**config.mk**
```make
export PLATFORM = sky130hd
export DESIGN_NAME = scop_exec
export DESIGN_NICKNAME = d
export VERILOG_FILES = /design/src/scop_pkg.sv /design/src/scop_sp_if.sv /design/src/scop_sp_unit.sv /design/src/scop_exec.sv
export SDC_FILE = /design/constraint.sdc
export NUM_CORES = 1
export LEC_CHECK = 0
export BUFFER_PORTS_ARGS = -buffer_cell sky130_fd_sc_hd__buf_2
export CAP_MARGIN = 20
export CORE_ASPECT_RATIO = 0.9
export CORE_MARGIN = 5
export CORE_UTILIZATION = 45
export DETAILED_ROUTE_END_ITERATION = 16
export PLACE_DENSITY = 0.73
export SLEW_MARGIN = 20
export SYNTH_ARGS = -nofsm -noshare
export SYNTH_HDL_FRONTEND = slang
export SYNTH_SLANG_ARGS = --single-unit
```
**constraint.sdc**
```tcl
create_clock -name clk_in -period 2 [get_ports clk_in]
set_input_delay 0.4 -clock clk_in [delete_from_list [all_inputs] [get_ports clk_in]]
set_output_delay 0.4 -clock clk_in [all_outputs]
set_load 0.03 [all_outputs]
```
**src/scop_pkg.sv**
```systemverilog
/*
  shared constants and types for the stack and carry-or execution block.
  assumes one core clock, where one machine cycle is one clock cycle.
*/
`default_nettype none

package scop_pkg;

  // ---------------------------------------------------------------
  // opcodes
  // ---------------------------------------------------------------
  localparam logic [7:0] OPC_OR_BIT = 8'h72;
  localparam logic [7:0] OPC_OR_NBIT = 8'hA0;
  localparam logic [7:0] OPC_POP = 8'hD0;
  localparam logic [7:0] OPC_PUSH = 8'hC0;
  localparam logic [7:0] OPC_SUB_EXIT = 8'h22;

  // ---------------------------------------------------------------
  // widths and reset values
  // ---------------------------------------------------------------
  localparam int SP_W = 8;
  localparam int PC_W = 16;
  localparam logic [7:0] SP_RST = 8'h00;
  localparam logic [7:0] SP_STEP = 8'h01;
  localparam logic [7:0] SP_DIR_ADDR_DFLT = 8'hFE;

  // ---------------------------------------------------------------
  // sequencer states and instruction kinds
  // ---------------------------------------------------------------
  typedef enum logic [1:0] {
    SCOP_IDLE = 2'b00,
    SCOP_MC1 = 2'b01,
    SCOP_MC2 = 2'b10
  } scop_state_t;

  typedef enum logic [2:0] {
    SCOP_K_ORB = 3'b000,
    SCOP_K_ORNB = 3'b001,
    SCOP_K_POP = 3'b010,
    SCOP_K_PUSH = 3'b011,
    SCOP_K_EXIT = 3'b100
  } scop_kind_t;

endpackage

`default_nettype wire

```
**src/scop_sp_if.sv**
```systemverilog
/*
  control link between the sequencer and the stack pointer unit.
  assumes at most one of inc, dec and load is high in a cycle.
*/
`default_nettype none

interface scop_sp_if;
  logic inc;
  logic dec;
  logic load;
  logic [7:0] load_val;
  logic [7:0] value;

  modport ctl (output inc, output dec, output load, output load_val, input value);
  modport unit (input inc, input dec, input load, input load_val, output value);
endinterface

`default_nettype wire

```
**src/scop_sp_unit.sv**
```systemverilog
/*
  stack pointer register with increment, decrement and load.
  assumes the controller never asks for two operations at once.
*/
`default_nettype none

module scop_sp_unit (
  // clock and reset
  input wire logic clk_in,
  input wire logic rst_b_in,
  // control
  scop_sp_if.unit sp
);

  logic [7:0] value;
  logic [7:0] next_value;

  // ---------------------------------------------------------------
  // update, plain 8-bit arithmetic so it wraps at 256
  // ---------------------------------------------------------------
  assign next_value = sp.load ? sp.load_val :
                      sp.inc ? value + scop_pkg::SP_STEP :
                      sp.dec ? value - scop_pkg::SP_STEP : value;

  always_ff @(posedge clk_in or negedge rst_b_in) begin
    if (!rst_b_in) begin
      value <= scop_pkg::SP_RST;
    end else begin
      value <= next_value;
    end
  end

  assign sp.value = value;

endmodule

`default_nettype wire

```
**src/scop_exec.sv**
```systemverilog
/*
  execution of carry-or on a bit, stack pop, stack push and subroutine return.
  assumes the decoder hands over opcode and second byte with a start pulse,
  and that ram, direct space and bit space answer reads in the same cycle.
*/
// Notes on behaviour
// - carry-or sets carry when addressed bit is one
// - complemented form uses inverted bit, source untouched
// - carry-or changes no flag but carry
// - carry-or: two bytes, two machine cycles
// - pop reads ram at pointer, decrements, writes direct
// - pop opcode D0, two bytes, two cycles
// - pop into pointer: decrement first, then load
// - push increments pointer, then stores direct byte
// - push opcode C0, two bytes, two cycles
// - return pops high then low, pointer minus two
// - return resumes at restored address, two cycles
// - return leaves all flags unchanged
`default_nettype none

module scop_exec #(
  parameter logic [7:0] SP_DIR_ADDR = scop_pkg::SP_DIR_ADDR_DFLT
) (
  // clock and reset
  input wire logic clk_in,
  input wire logic rst_b_in,
  // instruction from decoder
  input wire logic start_in,
  input wire logic [7:0] opcode_in,
  input wire logic [7:0] operand_in,
  output logic busy_out,
  output logic done_out,
  // carry flag
  input wire logic carry_in,
  output logic carry_we_out,
  output logic carry_wdata_out,
  // bit space
  output logic bit_rd_out,
  output logic [7:0] bit_addr_out,
  input wire logic bit_val_in,
  // internal ram
  output logic ram_rd_out,
  output logic ram_wr_out,
  output logic [7:0] ram_addr_out,
  output logic [7:0] ram_wdata_out,
  input wire logic [7:0] ram_rdata_in,
  // direct space
  output logic dir_rd_out,
  output logic dir_wr_out,
  output logic [7:0] dir_addr_out,
  output logic [7:0] dir_wdata_out,
  input wire logic [7:0] dir_rdata_in,
  // program flow
  output logic pc_load_out,
  output logic [15:0] program_counter_out,
  output logic [7:0] stack_pointer_out
);

  scop_sp_if sp_if ();

  scop_sp_unit u_sp (
    .clk_in(clk_in),
    .rst_b_in(rst_b_in),
    .sp(sp_if.unit)
  );

  scop_pkg::scop_state_t state;
  scop_pkg::scop_kind_t kind;
  scop_pkg::scop_kind_t dec_kind;
  logic [7:0] operand;
  logic [7:0] data_q;
  logic [7:0] pch;
  logic carry_new;
  logic known;
  logic take;
  logic in1;
  logic in2;
  logic is_or;
  logic is_pop;
  logic is_push;
  logic is_exit;
  logic sp_dst;
  logic src_bit;
  logic [7:0] push_src;

  // ---------------------------------------------------------------
  // decode
  // ---------------------------------------------------------------
  assign known = (opcode_in == scop_pkg::OPC_OR_BIT) || (opcode_in == scop_pkg::OPC_OR_NBIT) ||
                 (opcode_in == scop_pkg::OPC_POP) || (opcode_in == scop_pkg::OPC_PUSH) ||
                 (opcode_in == scop_pkg::OPC_SUB_EXIT);
  assign dec_kind = (opcode_in == scop_pkg::OPC_OR_BIT) ? scop_pkg::SCOP_K_ORB :
                    (opcode_in == scop_pkg::OPC_OR_NBIT) ? scop_pkg::SCOP_K_ORNB :
                    (opcode_in == scop_pkg::OPC_POP) ? scop_pkg::SCOP_K_POP :
                    (opcode_in == scop_pkg::OPC_PUSH) ? scop_pkg::SCOP_K_PUSH :
                    scop_pkg::SCOP_K_EXIT;
  // unknown opcodes are left for other execution units, no busy shown
  assign take = start_in && known && (state == scop_pkg::SCOP_IDLE);
  assign in1 = (state == scop_pkg::SCOP_MC1);
  assign in2 = (state == scop_pkg::SCOP_MC2);
  assign is_or = (kind == scop_pkg::SCOP_K_ORB) || (kind == scop_pkg::SCOP_K_ORNB);
  assign is_pop = (kind == scop_pkg::SCOP_K_POP);
  assign is_push = (kind == scop_pkg::SCOP_K_PUSH);
  assign is_exit = (kind == scop_pkg::SCOP_K_EXIT);
  assign sp_dst = (operand == SP_DIR_ADDR);
  // inversion only on the copy, bit space sees a read only
  assign src_bit = (kind == scop_pkg::SCOP_K_ORNB) ? ~bit_val_in : bit_val_in;
  // pushing the pointer itself stores its already incremented value
  assign push_src = sp_dst ? sp_if.value + scop_pkg::SP_STEP : dir_rdata_in;

  // ---------------------------------------------------------------
  // sequencer, two machine cycles for every kind
  // ---------------------------------------------------------------
  always_ff @(posedge clk_in or negedge rst_b_in) begin
    if (!rst_b_in) begin
      state <= scop_pkg::SCOP_IDLE;
    end else begin
      case (state)
        scop_pkg::SCOP_IDLE: state <= take ? scop_pkg::SCOP_MC1 : scop_pkg::SCOP_IDLE;
        scop_pkg::SCOP_MC1: state <= scop_pkg::SCOP_MC2;
        scop_pkg::SCOP_MC2: state <= scop_pkg::SCOP_IDLE;
        default: state <= scop_pkg::SCOP_IDLE;
      endcase
    end
  end

  always_ff @(posedge clk_in or negedge rst_b_in) begin
    if (!rst_b_in) begin
      kind <= scop_pkg::SCOP_K_ORB;
      operand <= 8'h00;
    end else if (take) begin
      kind <= dec_kind;
      operand <= operand_in;
    end
  end

  // ---------------------------------------------------------------
  // data capture
  // ---------------------------------------------------------------
  always_ff @(posedge clk_in or negedge rst_b_in) begin
    if (!rst_b_in) begin
      data_q <= 8'h00;
      pch <= 8'h00;
      carry_new <= 1'b0;
      program_counter_out <= 16'h0000;
      pc_load_out <= 1'b0;
      done_out <= 1'b0;
    end else begin
      if (in1 && is_or) begin
        carry_new <= carry_in | src_bit;
      end
      if (in1 && is_pop) begin
        data_q <= ram_rdata_in;
      end
      if (in1 && is_push) begin
        data_q <= push_src;
      end
      if (in1 && is_exit) begin
        pch <= ram_rdata_in;
      end
      if (in2 && is_exit) begin
        program_counter_out <= {pch, ram_rdata_in};
      end
      pc_load_out <= in2 && is_exit;
      done_out <= in2;
    end
  end

  // ---------------------------------------------------------------
  // outputs and pointer control
  // ---------------------------------------------------------------
  assign busy_out = (state != scop_pkg::SCOP_IDLE);
  // carry is the only flag this block can write
  assign carry_we_out = in2 && is_or;
  assign carry_wdata_out = carry_new;
  assign bit_rd_out = in1 && is_or;
  assign bit_addr_out = operand;
  assign ram_rd_out = (in1 && (is_pop || is_exit)) || (in2 && is_exit);
  assign ram_wr_out = in2 && is_push;
  assign ram_addr_out = sp_if.value;
  assign ram_wdata_out = data_q;
  assign dir_rd_out = in1 && is_push && !sp_dst;
  assign dir_wr_out = in2 && is_pop && !sp_dst;
  assign dir_addr_out = operand;
  assign dir_wdata_out = data_q;
  assign stack_pointer_out = sp_if.value;
  assign sp_if.inc = in1 && is_push;
  assign sp_if.dec = (in1 && (is_pop || is_exit)) || (in2 && is_exit);
  // the decrement already happened in the first cycle, load wins after it
  assign sp_if.load = in2 && is_pop && sp_dst;
  assign sp_if.load_val = data_q;

  // ---------------------------------------------------------------
  // checks
  // ---------------------------------------------------------------
  property p_or_set;
    @(posedge clk_in) disable iff (!rst_b_in)
    (in1 && kind == scop_pkg::SCOP_K_ORB) |=>
      carry_we_out && (carry_wdata_out == ($past(carry_in) | $past(bit_val_in)));
  endproperty
  a_or_set: assert property (p_or_set) else $error("carry-or result wrong");

  property p_or_inv;
    @(posedge clk_in) disable iff (!rst_b_in)
    (in1 && kind == scop_pkg::SCOP_K_ORNB) |=>
      carry_we_out && (carry_wdata_out == ($past(carry_in) | ~$past(bit_val_in)));
  endproperty
  a_or_inv: assert property (p_or_inv) else $error("complemented carry-or wrong");

  property p_flag_only_or;
    @(posedge clk_in) disable iff (!rst_b_in)
    carry_we_out |-> is_or && in2 && $past(bit_rd_out);
  endproperty
  a_flag_only_or: assert property (p_flag_only_or) else $error("flag written by wrong kind");

  property p_two_cycles;
    @(posedge clk_in) disable iff (!rst_b_in)
    take |=> in1 ##1 in2 ##1 (done_out && !busy_out);
  endproperty
  a_two_cycles: assert property (p_two_cycles) else $error("instruction not two cycles");

  property p_pop_dec;
    @(posedge clk_in) disable iff (!rst_b_in)
    (in1 && is_pop && !sp_dst) |=> dir_wr_out && (sp_if.value == 8'($past(sp_if.value) - 8'h01));
  endproperty
  a_pop_dec: assert property (p_pop_dec) else $error("pop pointer not decremented");

  property p_pop_self;
    @(posedge clk_in) disable iff (!rst_b_in)
    (in1 && is_pop && sp_dst) |=> ##1 (sp_if.value == $past(ram_rdata_in, 2));
  endproperty
  a_pop_self: assert property (p_pop_self) else $error("pop into pointer wrong");

  property p_push_addr;
    @(posedge clk_in) disable iff (!rst_b_in)
    (in1 && is_push) |=> ram_wr_out && (ram_addr_out == 8'($past(sp_if.value) + 8'h01));
  endproperty
  a_push_addr: assert property (p_push_addr) else $error("push address wrong");

  property p_exit_sp;
    @(posedge clk_in) disable iff (!rst_b_in)
    (in1 && is_exit) |=> ##1 (sp_if.value == 8'($past(sp_if.value, 2) - 8'h02));
  endproperty
  a_exit_sp: assert property (p_exit_sp) else $error("return pointer not minus two");

  property p_exit_pc;
    @(posedge clk_in) disable iff (!rst_b_in)
    pc_load_out |-> program_counter_out == {$past(ram_rdata_in, 2), $past(ram_rdata_in)};
  endproperty
  a_exit_pc: assert property (p_exit_pc) else $error("return address wrong");

endmodule

`default_nettype wire

```
==> results of run 1 <==
[how the worst max path moves through the flow]
| stage | end | cells after the start | from | slack, ns |
|---|---|---|---|---|
| 3_3_place_gp | bit_addr_out[0]$_DFFE_PN0P_ | 7 | opcode_in[0] | 0.14 |
| 5_1_grt | ram_rd_out | 5 | kind[1]$_DFFE_PN0P_ | -0.05 |
| 3_5_place_dp | bit_addr_out[5]$_DFFE_PN0P_ | 7 | opcode_in[0] | 0.11 |
| 2_1_floorplan | dir_rd_out | 5 | kind[2]$_DFFE_PN0P_ | 0.06 |
| 4_1_cts | dir_rd_out | 4 | kind[2]$_DFFE_PN0P_ | 0.002 |
| 6_report | dir_rd_out | 4 | kind[2]$_DFFE_PN0P_ | 0.04 |
[per-stage QoR]
step | hold slack (ns) | worst slack [ns] | util | setup TNS [ns] | instances
6_report | 0.0656 | 0.0399 | 0.570 | 0 | 468
2_1_floorplan | 0.104 | 0.0603 | - | 0 | 279
3_3_place_gp | 0.410 | 0.145 | 0.536 | 0 | 454
4_1_cts | 0.0723 | 0.00170 | 0.559 | 0 | 462
3_5_place_dp | 0.411 | 0.106 | 0.536 | 0 | 454
5_1_grt | 0.0931 | -0.0459 | 0.570 | -0.127 | 468
[worst max-delay path, delay by kind of cell (launching register included)]
family	cells	cell delay, ns
buffers and inverters	1	0.16
DFF	1	0.49
and+or+nand+nor	3	0.61
[cell type report]
cell class                      count  share of cell area
Sequential cell                    56               0.376
Multi-Input combinational cell    177               0.364
Timing Repair Buffer              128               0.190
Tap cell                           90              0.0302
Clock buffer                        5              0.0184
Clock inverter                      3              0.0114
Inverter                            9             0.00972
[power by group through the flow]
stage / registers, mW / logic, mW / clock network, mW
global route: 1.36 / 0.928 / 0.807
floorplan: 1.46 / 0.540 / 0
global placement: 1.36 / 0.816 / 0
detailed placement: 1.36 / 0.823 / 0
finish: 1.34 / 0.853 / 0.736
CTS: 1.34 / 0.834 / 0.763
[registers in the layout (all words and copies together) (netlist names)]
name,count
bit_addr_out,8
done_out,1
pch,8
kind,3
pc_load_out,1
u_sp.sp.value,8
program_counter_out,16
state,2
carry_wdata_out,1
dir_wdata_out,8
[Yosys cell counts, types with 4 or more instances]
cell      count
o21ai_0       7
buf_2         4
nor2_1       31
inv_1         8
mux2_2       27
dfrtp_1      56
a21oi_1       5
xnor2_1       9
xor2_1        7
mux2_4        8
nand3_1       8
clkbuf_1      4
nand2b_1      5
and3_1        4
buf_4        27
nand2_1      12
nor3_1        9
a221oi_1      6
[kinds of logic after synthesis]
group,after synthesis,synth area share
adders and majority gates,2,0.00831
AOI/OAI and AO/OA,38,0.0927
buffers and inverters,46,0.0977
muxes,38,0.151
and+or+nand+nor,83,0.138
DFF,56,0.466
xor gates and xnor gates,16,0.0466
[routing by layer]
| metal | vias to the layer above | part of all wire | track usage |
|---|---|---|---|
| met1 | 1159 | 0.45 | 0.242 |
| met5 | - | 0 | 0 |
| li1 | 1143 | - | - |
| met4 | 0 | 0.0077 | 0.0375 |
| met2 | 62 | 0.48 | 0.271 |
| met3 | 5 | 0.064 | 0.0404 |
[timing repair]
action / CTS / global route
resized for setup: 10 / 7
setup endpoints to repair: 4 / 4
setup buffers: 0 / 6
hold endpoints to repair: 0 / 0
pin swaps: 1 / 3
==> flow_metrics.env, run 1 <==
export IMPL_outcome="complete, no violations"
export IMPL_rr_startpoint="kind[2]$_DFFE_PN0P_"
export IMPL_hold_viol=0
export IMPL_clkTransAtPathRegs_ns=0.10
export IMPL_nets=416
export IMPL_worstRegToRegCells=4
export IMPL_cts_buffers=5
export IMPL_crit_path_top_delay_cell="dfrtp_2"
export IMPL_relSlewSlack=0.641
export IMPL_drv_cap=0
export IMPL_grt_pass1_wl_um=11500
export IMPL_cts_htree_levels=2
export IMPL_powerDensity_mw_per_mm2=785
export IMPL_critPathKind="flop to output port"
export IMPL_fin_area_mm2=0.00373
export IMPL_synth_area_top_cells="dfrtp_1 (47%), mux2_2 (10%), buf_4 (6.7%)"
export IMPL_cp_end_kind="output port"
export IMPL_r2r_end="pch[4]$_DFFE_PN0P_"
export IMPL_cts_max_path_buffers=2
export IMPL_worstPathCellList="nand3b_1, or2_4, nor2_1, buf_4"
export IMPL_diodes=0
export IMPL_setup_worst_path_start_class="flop"
export IMPL_cts_root_buf="clkbuf_8"
export IMPL_dieWidth_um=96.2
export IMPL_multi_input_area_mm2=0.00136
export IMPL_syn_area_mm2=0.00301
export IMPL_viasPerCell=5.06
export IMPL_seq_power_share=0.458
export IMPL_min_period_over_period=0.980
export IMPL_dpl_cell_area_mm2=0.00351
export IMPL_critPathMaxStageDelay_ns=0.49
export IMPL_drtPass1Iterations=4
export IMPL_grt_max_degree=37
export IMPL_totalWireLength_um=7110
export IMPL_hold_path_class="primary input to asynchronous set/reset pin"
export IMPL_hold_buffers=0
export IMPL_synthCells=279
export IMPL_drtIter0Drc=128
export IMPL_switchingPower_mw=1.02
export IMPL_rsz0062_at_grt="true"
export IMPL_worst_pin_slew_ns=0.539
export IMPL_place_hpwl_um=5300
export IMPL_grtUsageTotal=0.172
export IMPL_syn_nets=318
export IMPL_num_vias=2369
export IMPL_synth_edf_count=0
export IMPL_ant_nets=0
export IMPL_num_rows=28
export IMPL_grt_ovfl_total=0
export IMPL_antenna_found_initial=0
export IMPL_initial_core_util=0.459
export IMPL_r2r_slack_ns=0.09
export IMPL_die_area_mm2=0.00842
export IMPL_wl_per_cell_um=15.2
export IMPL_ys_warnings_count=0
export IMPL_power_mw=2.93
export IMPL_leakage_nw=1.94
export IMPL_io_pins=111
export IMPL_layout_commonest_cell="buf_2"
export IMPL_synth_cell_types=51
export IMPL_ys_seq_elements=56
export IMPL_fmax_ghz=0.510
export IMPL_syn_avg_cell_area_um2=10.8
export IMPL_final_max_slew_violation_count=0
export IMPL_layout_common_cells="buf_2 (107), dfrtp_1 (54), nor2_1 (31)"
export IMPL_setup_violations=0
export IMPL_synth_top_area_frac=0.466
export IMPL_port_buffers=110
export IMPL_clock_latency_ns=0.31
export IMPL_cts_tree="done"
export IMPL_fin_skew_ns=0.00633
export IMPL_fillers=594
export IMPL_swShare=0.348
export IMPL_ff_latch_area_mm2=0.00140
export IMPL_core_area_mm2=0.00655
export IMPL_async_flop_share=1.00
export IMPL_drc_errors=0
export IMPL_p_int_mw=1.91
export IMPL_crit_fanout=8
export IMPL_comb_power_share=0.291
export IMPL_yosysTopAreaCell="dfrtp_1"
export IMPL_cp_required_ns=1.60
export IMPL_syn_to_final_growth_pct=24.1
export IMPL_synthFlopType="dfrtp_1"
export IMPL_peakVddDrop_mv=0.400
export IMPL_gp_congestion=0.891
export IMPL_cts_num_sinks=56
export IMPL_grt_pass1_vias=2381
export IMPL_layout_drive_gt1_share=0.500
export IMPL_fin_crit_ns=1.96
export IMPL_clockPowerShare=0.251
export IMPL_die_h_um=87.6
export IMPL_seq_area_frac_synth=0.466
export IMPL_crit_arrival_ns=1.56
Power figures use the tool's default switching activity.
==> run 2, diff against run 1 <==
Settings changed: ABC_CLOCK_PERIOD_IN_PS from default to 2300, MAX_ROUTING_LAYER from default to met4.
Clock period 2 ns to 2.3 ns, I/O delays scaled along.
==> run 2 against run 1 <==
  * Non-clock buffer count down 11
  * Worst hold slack better by 0.10 ns
  * Critical path type unchanged
  * Setup slack better by 0.10 ns
  * First-iteration DRC count down 54%
==> flow_metrics.env, run 2 (same netlist as run 1, synthesis figures left out) <==
export IMPL_syn_to_final_growth_pct=18.7
export IMPL_grt_pass1_vias=2384
export IMPL_layout_drive_gt1_share=0.471
export IMPL_ant_nets=0
export IMPL_peakVddDrop_mv=0.292
export IMPL_rsz0062_at_grt="false"
export IMPL_core_area_mm2=0.00655
export IMPL_cts_root_buf="clkbuf_8"
export IMPL_cts_buffers=5
export IMPL_drv_cap=0
export IMPL_totalNegativeSetupSlack_ns=0
export IMPL_hold_buffers=0
export IMPL_cts_num_sinks=56
export IMPL_worst_pin_slew_ns=0.632
export IMPL_r2r_slack_ns=0.43
export IMPL_cp_required_ns=1.84
export IMPL_setup_worst_path_start_class="flop"
export IMPL_hold_viol=0
export IMPL_num_rows=28
export IMPL_powerDensity_mw_per_mm2=682
export IMPL_grt_pass1_wl_um=11500
export IMPL_fin_crit_ns=2.16
export IMPL_setup_violations=0
export IMPL_grtUsageTotal=0.177
export IMPL_wl_met1_um=3100
export IMPL_num_vias=2349
export IMPL_die_h_um=87.6
export IMPL_initial_core_util=0.459
export IMPL_hold_path_class="primary input to asynchronous set/reset pin"
export IMPL_rr_startpoint="state[1]$_DFF_PN0_"
export IMPL_crit_arrival_ns=1.70
export IMPL_relSlewSlack=0.579
export IMPL_drc_errors=0
export IMPL_cts_tree="done"
export IMPL_crit_end="dir_rd_out"
export IMPL_crit_start="state[1]$_DFF_PN0_"
export IMPL_largest_reg_flops=16
export IMPL_wl_met2_um=3380
export IMPL_layout_common_cells="buf_2 (110), dfrtp_1 (55), nor2_1 (31)"
export IMPL_cts_max_path_buffers=2
export IMPL_cts_htree_levels=2
export IMPL_clkTransAtPathRegs_ns=0.10
export IMPL_io_pins=111
export IMPL_min_period_over_period=0.938
export IMPL_die_area_mm2=0.00842
export IMPL_drtIter0Drc=59
export IMPL_final_max_slew_violation_count=0
export IMPL_cts_repair_resized=0
export IMPL_post_route_util=0.545
export IMPL_route_met3_wl_um=433
export IMPL_gp_congestion=0.897
export IMPL_port_buffers=110
export IMPL_drtPass1Iterations=4
export IMPL_nets=405
export IMPL_clock_latency_ns=0.30
export IMPL_dieWidth_um=96.2
export IMPL_diodes=0
export IMPL_cts_setup_buffers=0
export IMPL_fmax_ghz=0.464
export IMPL_totalWireLength_um=6940
export IMPL_cp_end_kind="output port"
export IMPL_crit_fanout=8
export IMPL_worstRegToRegCells=5
export IMPL_top_register="program_counter_out"
export IMPL_viasPerCell=5.14
export IMPL_antenna_found_initial=0
export IMPL_critPathKind="flop to output port"
export IMPL_dr_max_layer_used="met4"
export IMPL_grt_ovfl_total=0
export IMPL_r2r_end="u_sp.sp.value[4]$_DFFE_PN0P_"
export IMPL_leakage_nw=1.85
export IMPL_place_hpwl_um=5350
export IMPL_fin_skew_ns=0.00720
export IMPL_layout_commonest_cell="buf_2"
export IMPL_grt_max_degree=31
export IMPL_outcome="complete, no violations"
export IMPL_wl_per_cell_um=15.2
-- run 2: final cells by class --
type                       instances  area, µm²
clock buffer                       7       86.3
clock inverter                     1       7.51
fill                             610       2980
inverter                           9       33.8
multi-input combinational        177       1310
sequential                        56       1400
tap                               90        113
timing repair buffer             117        616
-- run 2: report_power, final --
group | total (mW) | internal [mW] | switching (mW)
clock | 0.557 | 0.246 | 0.312
sequential | 1.17 | 1.06 | 0.106
combinational | 0.712 | 0.261 | 0.451
-- run 2: worst min-delay path by stage --
stage	end	slack, ns	cells after the start
2_1_floorplan	bit_addr_out[0]$_DFFE_PN0P_	0.16	0
3_3_place_gp	program_counter_out[12]$_DFFE_PN0P_	0.49	1
3_5_place_dp	program_counter_out[4]$_DFFE_PN0P_	0.49	1
4_1_cts	done_out$_DFF_PN0_	0.17	1
5_1_grt	kind[1]$_DFFE_PN0P_	0.21	1
6_report	kind[2]$_DFFE_PN0P_	0.17	1
-- run 2: metal layers --
| layer | global-route usage | vias to the layer above |
|---|---|---|
| li1 | - | 1122 |
| met1 | 0.233 | 1158 |
| met2 | 0.285 | 67 |
| met3 | 0.0326 | 2 |
| met4 | 0.0388 | 0 |
| met5 | - | - |
-- run 2: worst max-delay path, stage by stage, from the launching register on --
cell,delay [ns]
dfrtp_1,0.42
nand2b_1,0.25
or2_2,0.42
nor2_1,0.11
buf_2,0.20
-- run 2: through the flow --
step	setup slack (ns)	total power [mW]	area, µm²	hold slack [ns]	cells
finish	0.143	2.44	3570	0.166	457
global route	0.0243	2.59	3570	0.209	457
CTS	0.119	2.46	3570	0.175	457
detailed placement	0.278	1.90	3480	0.490	449
global placement	0.383	1.88	3480	0.486	449
floorplan	0.300	1.74	3010	0.164	279
==> run 3, diff against run 2 <==
==> constraint.sdc (replaced) <==
create_clock -name clk_in -period 2.3 [get_ports clk_in]
set_input_delay 0.345 -clock clk_in [delete_from_list [all_inputs] [get_ports clk_in]]
set_output_delay 0.345 -clock clk_in [all_outputs]
set_load 0.03 [all_outputs]
==> run 3 against run 2 <==
  * Die area unchanged
  * Sequential cell count did not move
  * Total power about the same
  * Fmax rose by 2.7%
  * Final cell count did not move
  * Clock skew is 0.0017 ns lower
  * Register-to-register slack about the same
  * First-iteration DRC count rose by 95%
  * Critical path type unchanged
  * Largest power group unchanged
==> flow_metrics.env, run 3 (same netlist as run 1, synthesis figures left out) <==
export IMPL_outcome="complete, no violations"
export IMPL_hold_viol=0
export IMPL_initial_core_util=0.459
export IMPL_drtIter0Drc=115
export IMPL_setup_ws_ns=0.201
export IMPL_layout_commonest_cell="buf_2"
export IMPL_ant_nets=0
export IMPL_drv_cap=0
export IMPL_powerDensity_mw_per_mm2=682
export IMPL_cts_htree_levels=2
export IMPL_rr_startpoint="bit_addr_out[0]$_DFFE_PN0P_"
export IMPL_layout_common_cells="buf_2 (110), dfrtp_1 (56), nor2_1 (31)"
export IMPL_critPathKind="flop to output port"
export IMPL_cts_root_buf="clkbuf_8"
export IMPL_seq_power_share=0.478
export IMPL_port_buffers=110
export IMPL_num_vias=2297
export IMPL_cp_end_kind="output port"
export IMPL_final_max_slew_violation_count=0
export IMPL_switchingPower_mw=0.894
export IMPL_hold_path_class="primary input to asynchronous set/reset pin"
export IMPL_setup_worst_path_start_class="flop"
export IMPL_crit_fanout=10
export IMPL_diodes=0
export IMPL_syn_to_final_growth_pct=18.6
export IMPL_grt_pass1_wl_um=11100
export IMPL_grt_ovfl_total=0
export IMPL_cts_repair_resized=0
export IMPL_p_int_mw=1.54
export IMPL_peakVddDrop_mv=0.330
export IMPL_clkTransAtPathRegs_ns=0.10
export IMPL_cts_setup_buffers=0
export IMPL_cp_required_ns=1.96
export IMPL_cts_buffers=5
export IMPL_crit_arrival_ns=1.75
export IMPL_route_met3_wl_um=421
export IMPL_totalNegativeSetupSlack_ns=0
export IMPL_fillers=624
export IMPL_layout_drive_gt1_share=0.471
export IMPL_fin_skew_ns=0.00547
export IMPL_die_area_mm2=0.00842
export IMPL_dieWidth_um=96.2
export IMPL_io_pins=111
export IMPL_pre_cts_slack_ns=0.409
export IMPL_grtUsageTotal=0.173
export IMPL_hold_buffers=0
export IMPL_worstRegToRegCells=6
export IMPL_r2r_end="u_sp.sp.value[5]$_DFFE_PN0P_"
export IMPL_gp_congestion=0.877
export IMPL_totalWireLength_um=6870
export IMPL_viasPerCell=5.03
export IMPL_clock_latency_ns=0.31
export IMPL_antenna_found_initial=0
export IMPL_cts_max_path_buffers=2
export IMPL_die_h_um=87.6
export IMPL_fin_crit_ns=2.10
export IMPL_largest_reg_flops=16
export IMPL_top_register="program_counter_out"
export IMPL_drc_errors=0
export IMPL_fmax_ghz=0.476
export IMPL_clockPowerShare=0.228
export IMPL_drtPass1Iterations=4
export IMPL_wl_per_cell_um=15.0
export IMPL_relSlewSlack=0.651
export IMPL_place_hpwl_um=5240
export IMPL_cts_num_sinks=56
export IMPL_dr_max_layer_used="met4"
export IMPL_wl_met1_um=3060
export IMPL_r2r_slack_ns=0.42
export IMPL_comb_power_share=0.293
export IMPL_worst_pin_slew_ns=0.524
export IMPL_min_period_over_period=0.913
export IMPL_grt_max_degree=57
export IMPL_swShare=0.367
export IMPL_setup_violations=0
export IMPL_nets=405
export IMPL_leakage_nw=1.86
export IMPL_grt_pass1_vias=2325
export IMPL_rsz0062_at_grt="false"
export IMPL_cts_tree="done"
export IMPL_num_rows=28
export IMPL_wl_met2_um=3330
export IMPL_core_area_mm2=0.00655
run 3: changes by cell type in the layout (fill, tap and decap cells not counted), sizes merged:
cell	before	now
clkinvlp	1	0
inv	9	10
clkbuf	7	5
clkinv	0	2
run 3: how the worst max path moves through the flow:
stage,startpoint,end,slack [ns],cells past startpoint
CTS,kind[2]$_DFFE_PN0P_,dir_rd_out,0.19,4
floorplan,kind[2]$_DFFE_PN0P_,dir_rd_out,0.42,5
detailed placement,opcode_in[0],bit_addr_out[4]$_DFFE_PN0P_,0.41,7
finish,kind[2]$_DFFE_PN0P_,dir_rd_out,0.20,4
global route,state[0]$_DFF_PN0_,dir_wr_out,0.13,4
global placement,opcode_in[0],bit_addr_out[5]$_DFFE_PN0P_,0.45,7
run 3: per-layer routing:
metal	vias to the layer above	GRT usage
met5	-	-
met4	0	0.0401
met3	5	0.0292
met2	67	0.277
met1	1104	0.229
li1	1121	-
run 3: critical path, stage by stage (launching register included):
cell,delay [ns]
dfrtp_1,0.49
nand3b_1,0.24
or2_2,0.39
nor2_1,0.12
buf_2,0.20
run 3: cell type report:
class | instances | area, µm² | share of cell area
clock buffers | 5 | 68.8 | 0.0193
clock inverters | 3 | 22.5 | 0.00631
inverters | 9 | 33.8 | 0.00947
multi-input cells | 177 | 1310 | 0.368
flip-flops and latches | 56 | 1400 | 0.393
well taps | 90 | 113 | 0.0316
repair buffers | 117 | 616 | 0.173
run 3: power by group through the flow:
stage,logic [mW],registers (mW),clock network (mW)
after floorplan,0.469,1.27,0
after global placement,0.708,1.18,0
after detailed placement,0.719,1.18,0
after CTS,0.722,1.16,0.573
after global routing,0.773,1.18,0.611
final,0.715,1.16,0.556
run 3: per-stage QoR:
step	cells	util	hold WS (ns)	instance area (µm²)	total power, mW
finish	457	0.545	0.0134	3570	2.43
global route	457	0.545	0.0363	3570	2.57
CTS	457	0.545	0.0348	3570	2.46
detailed placement	449	0.531	0.371	3480	1.90
global placement	449	0.531	0.365	3480	1.89
floorplan	279	-	0.0494	3010	1.74
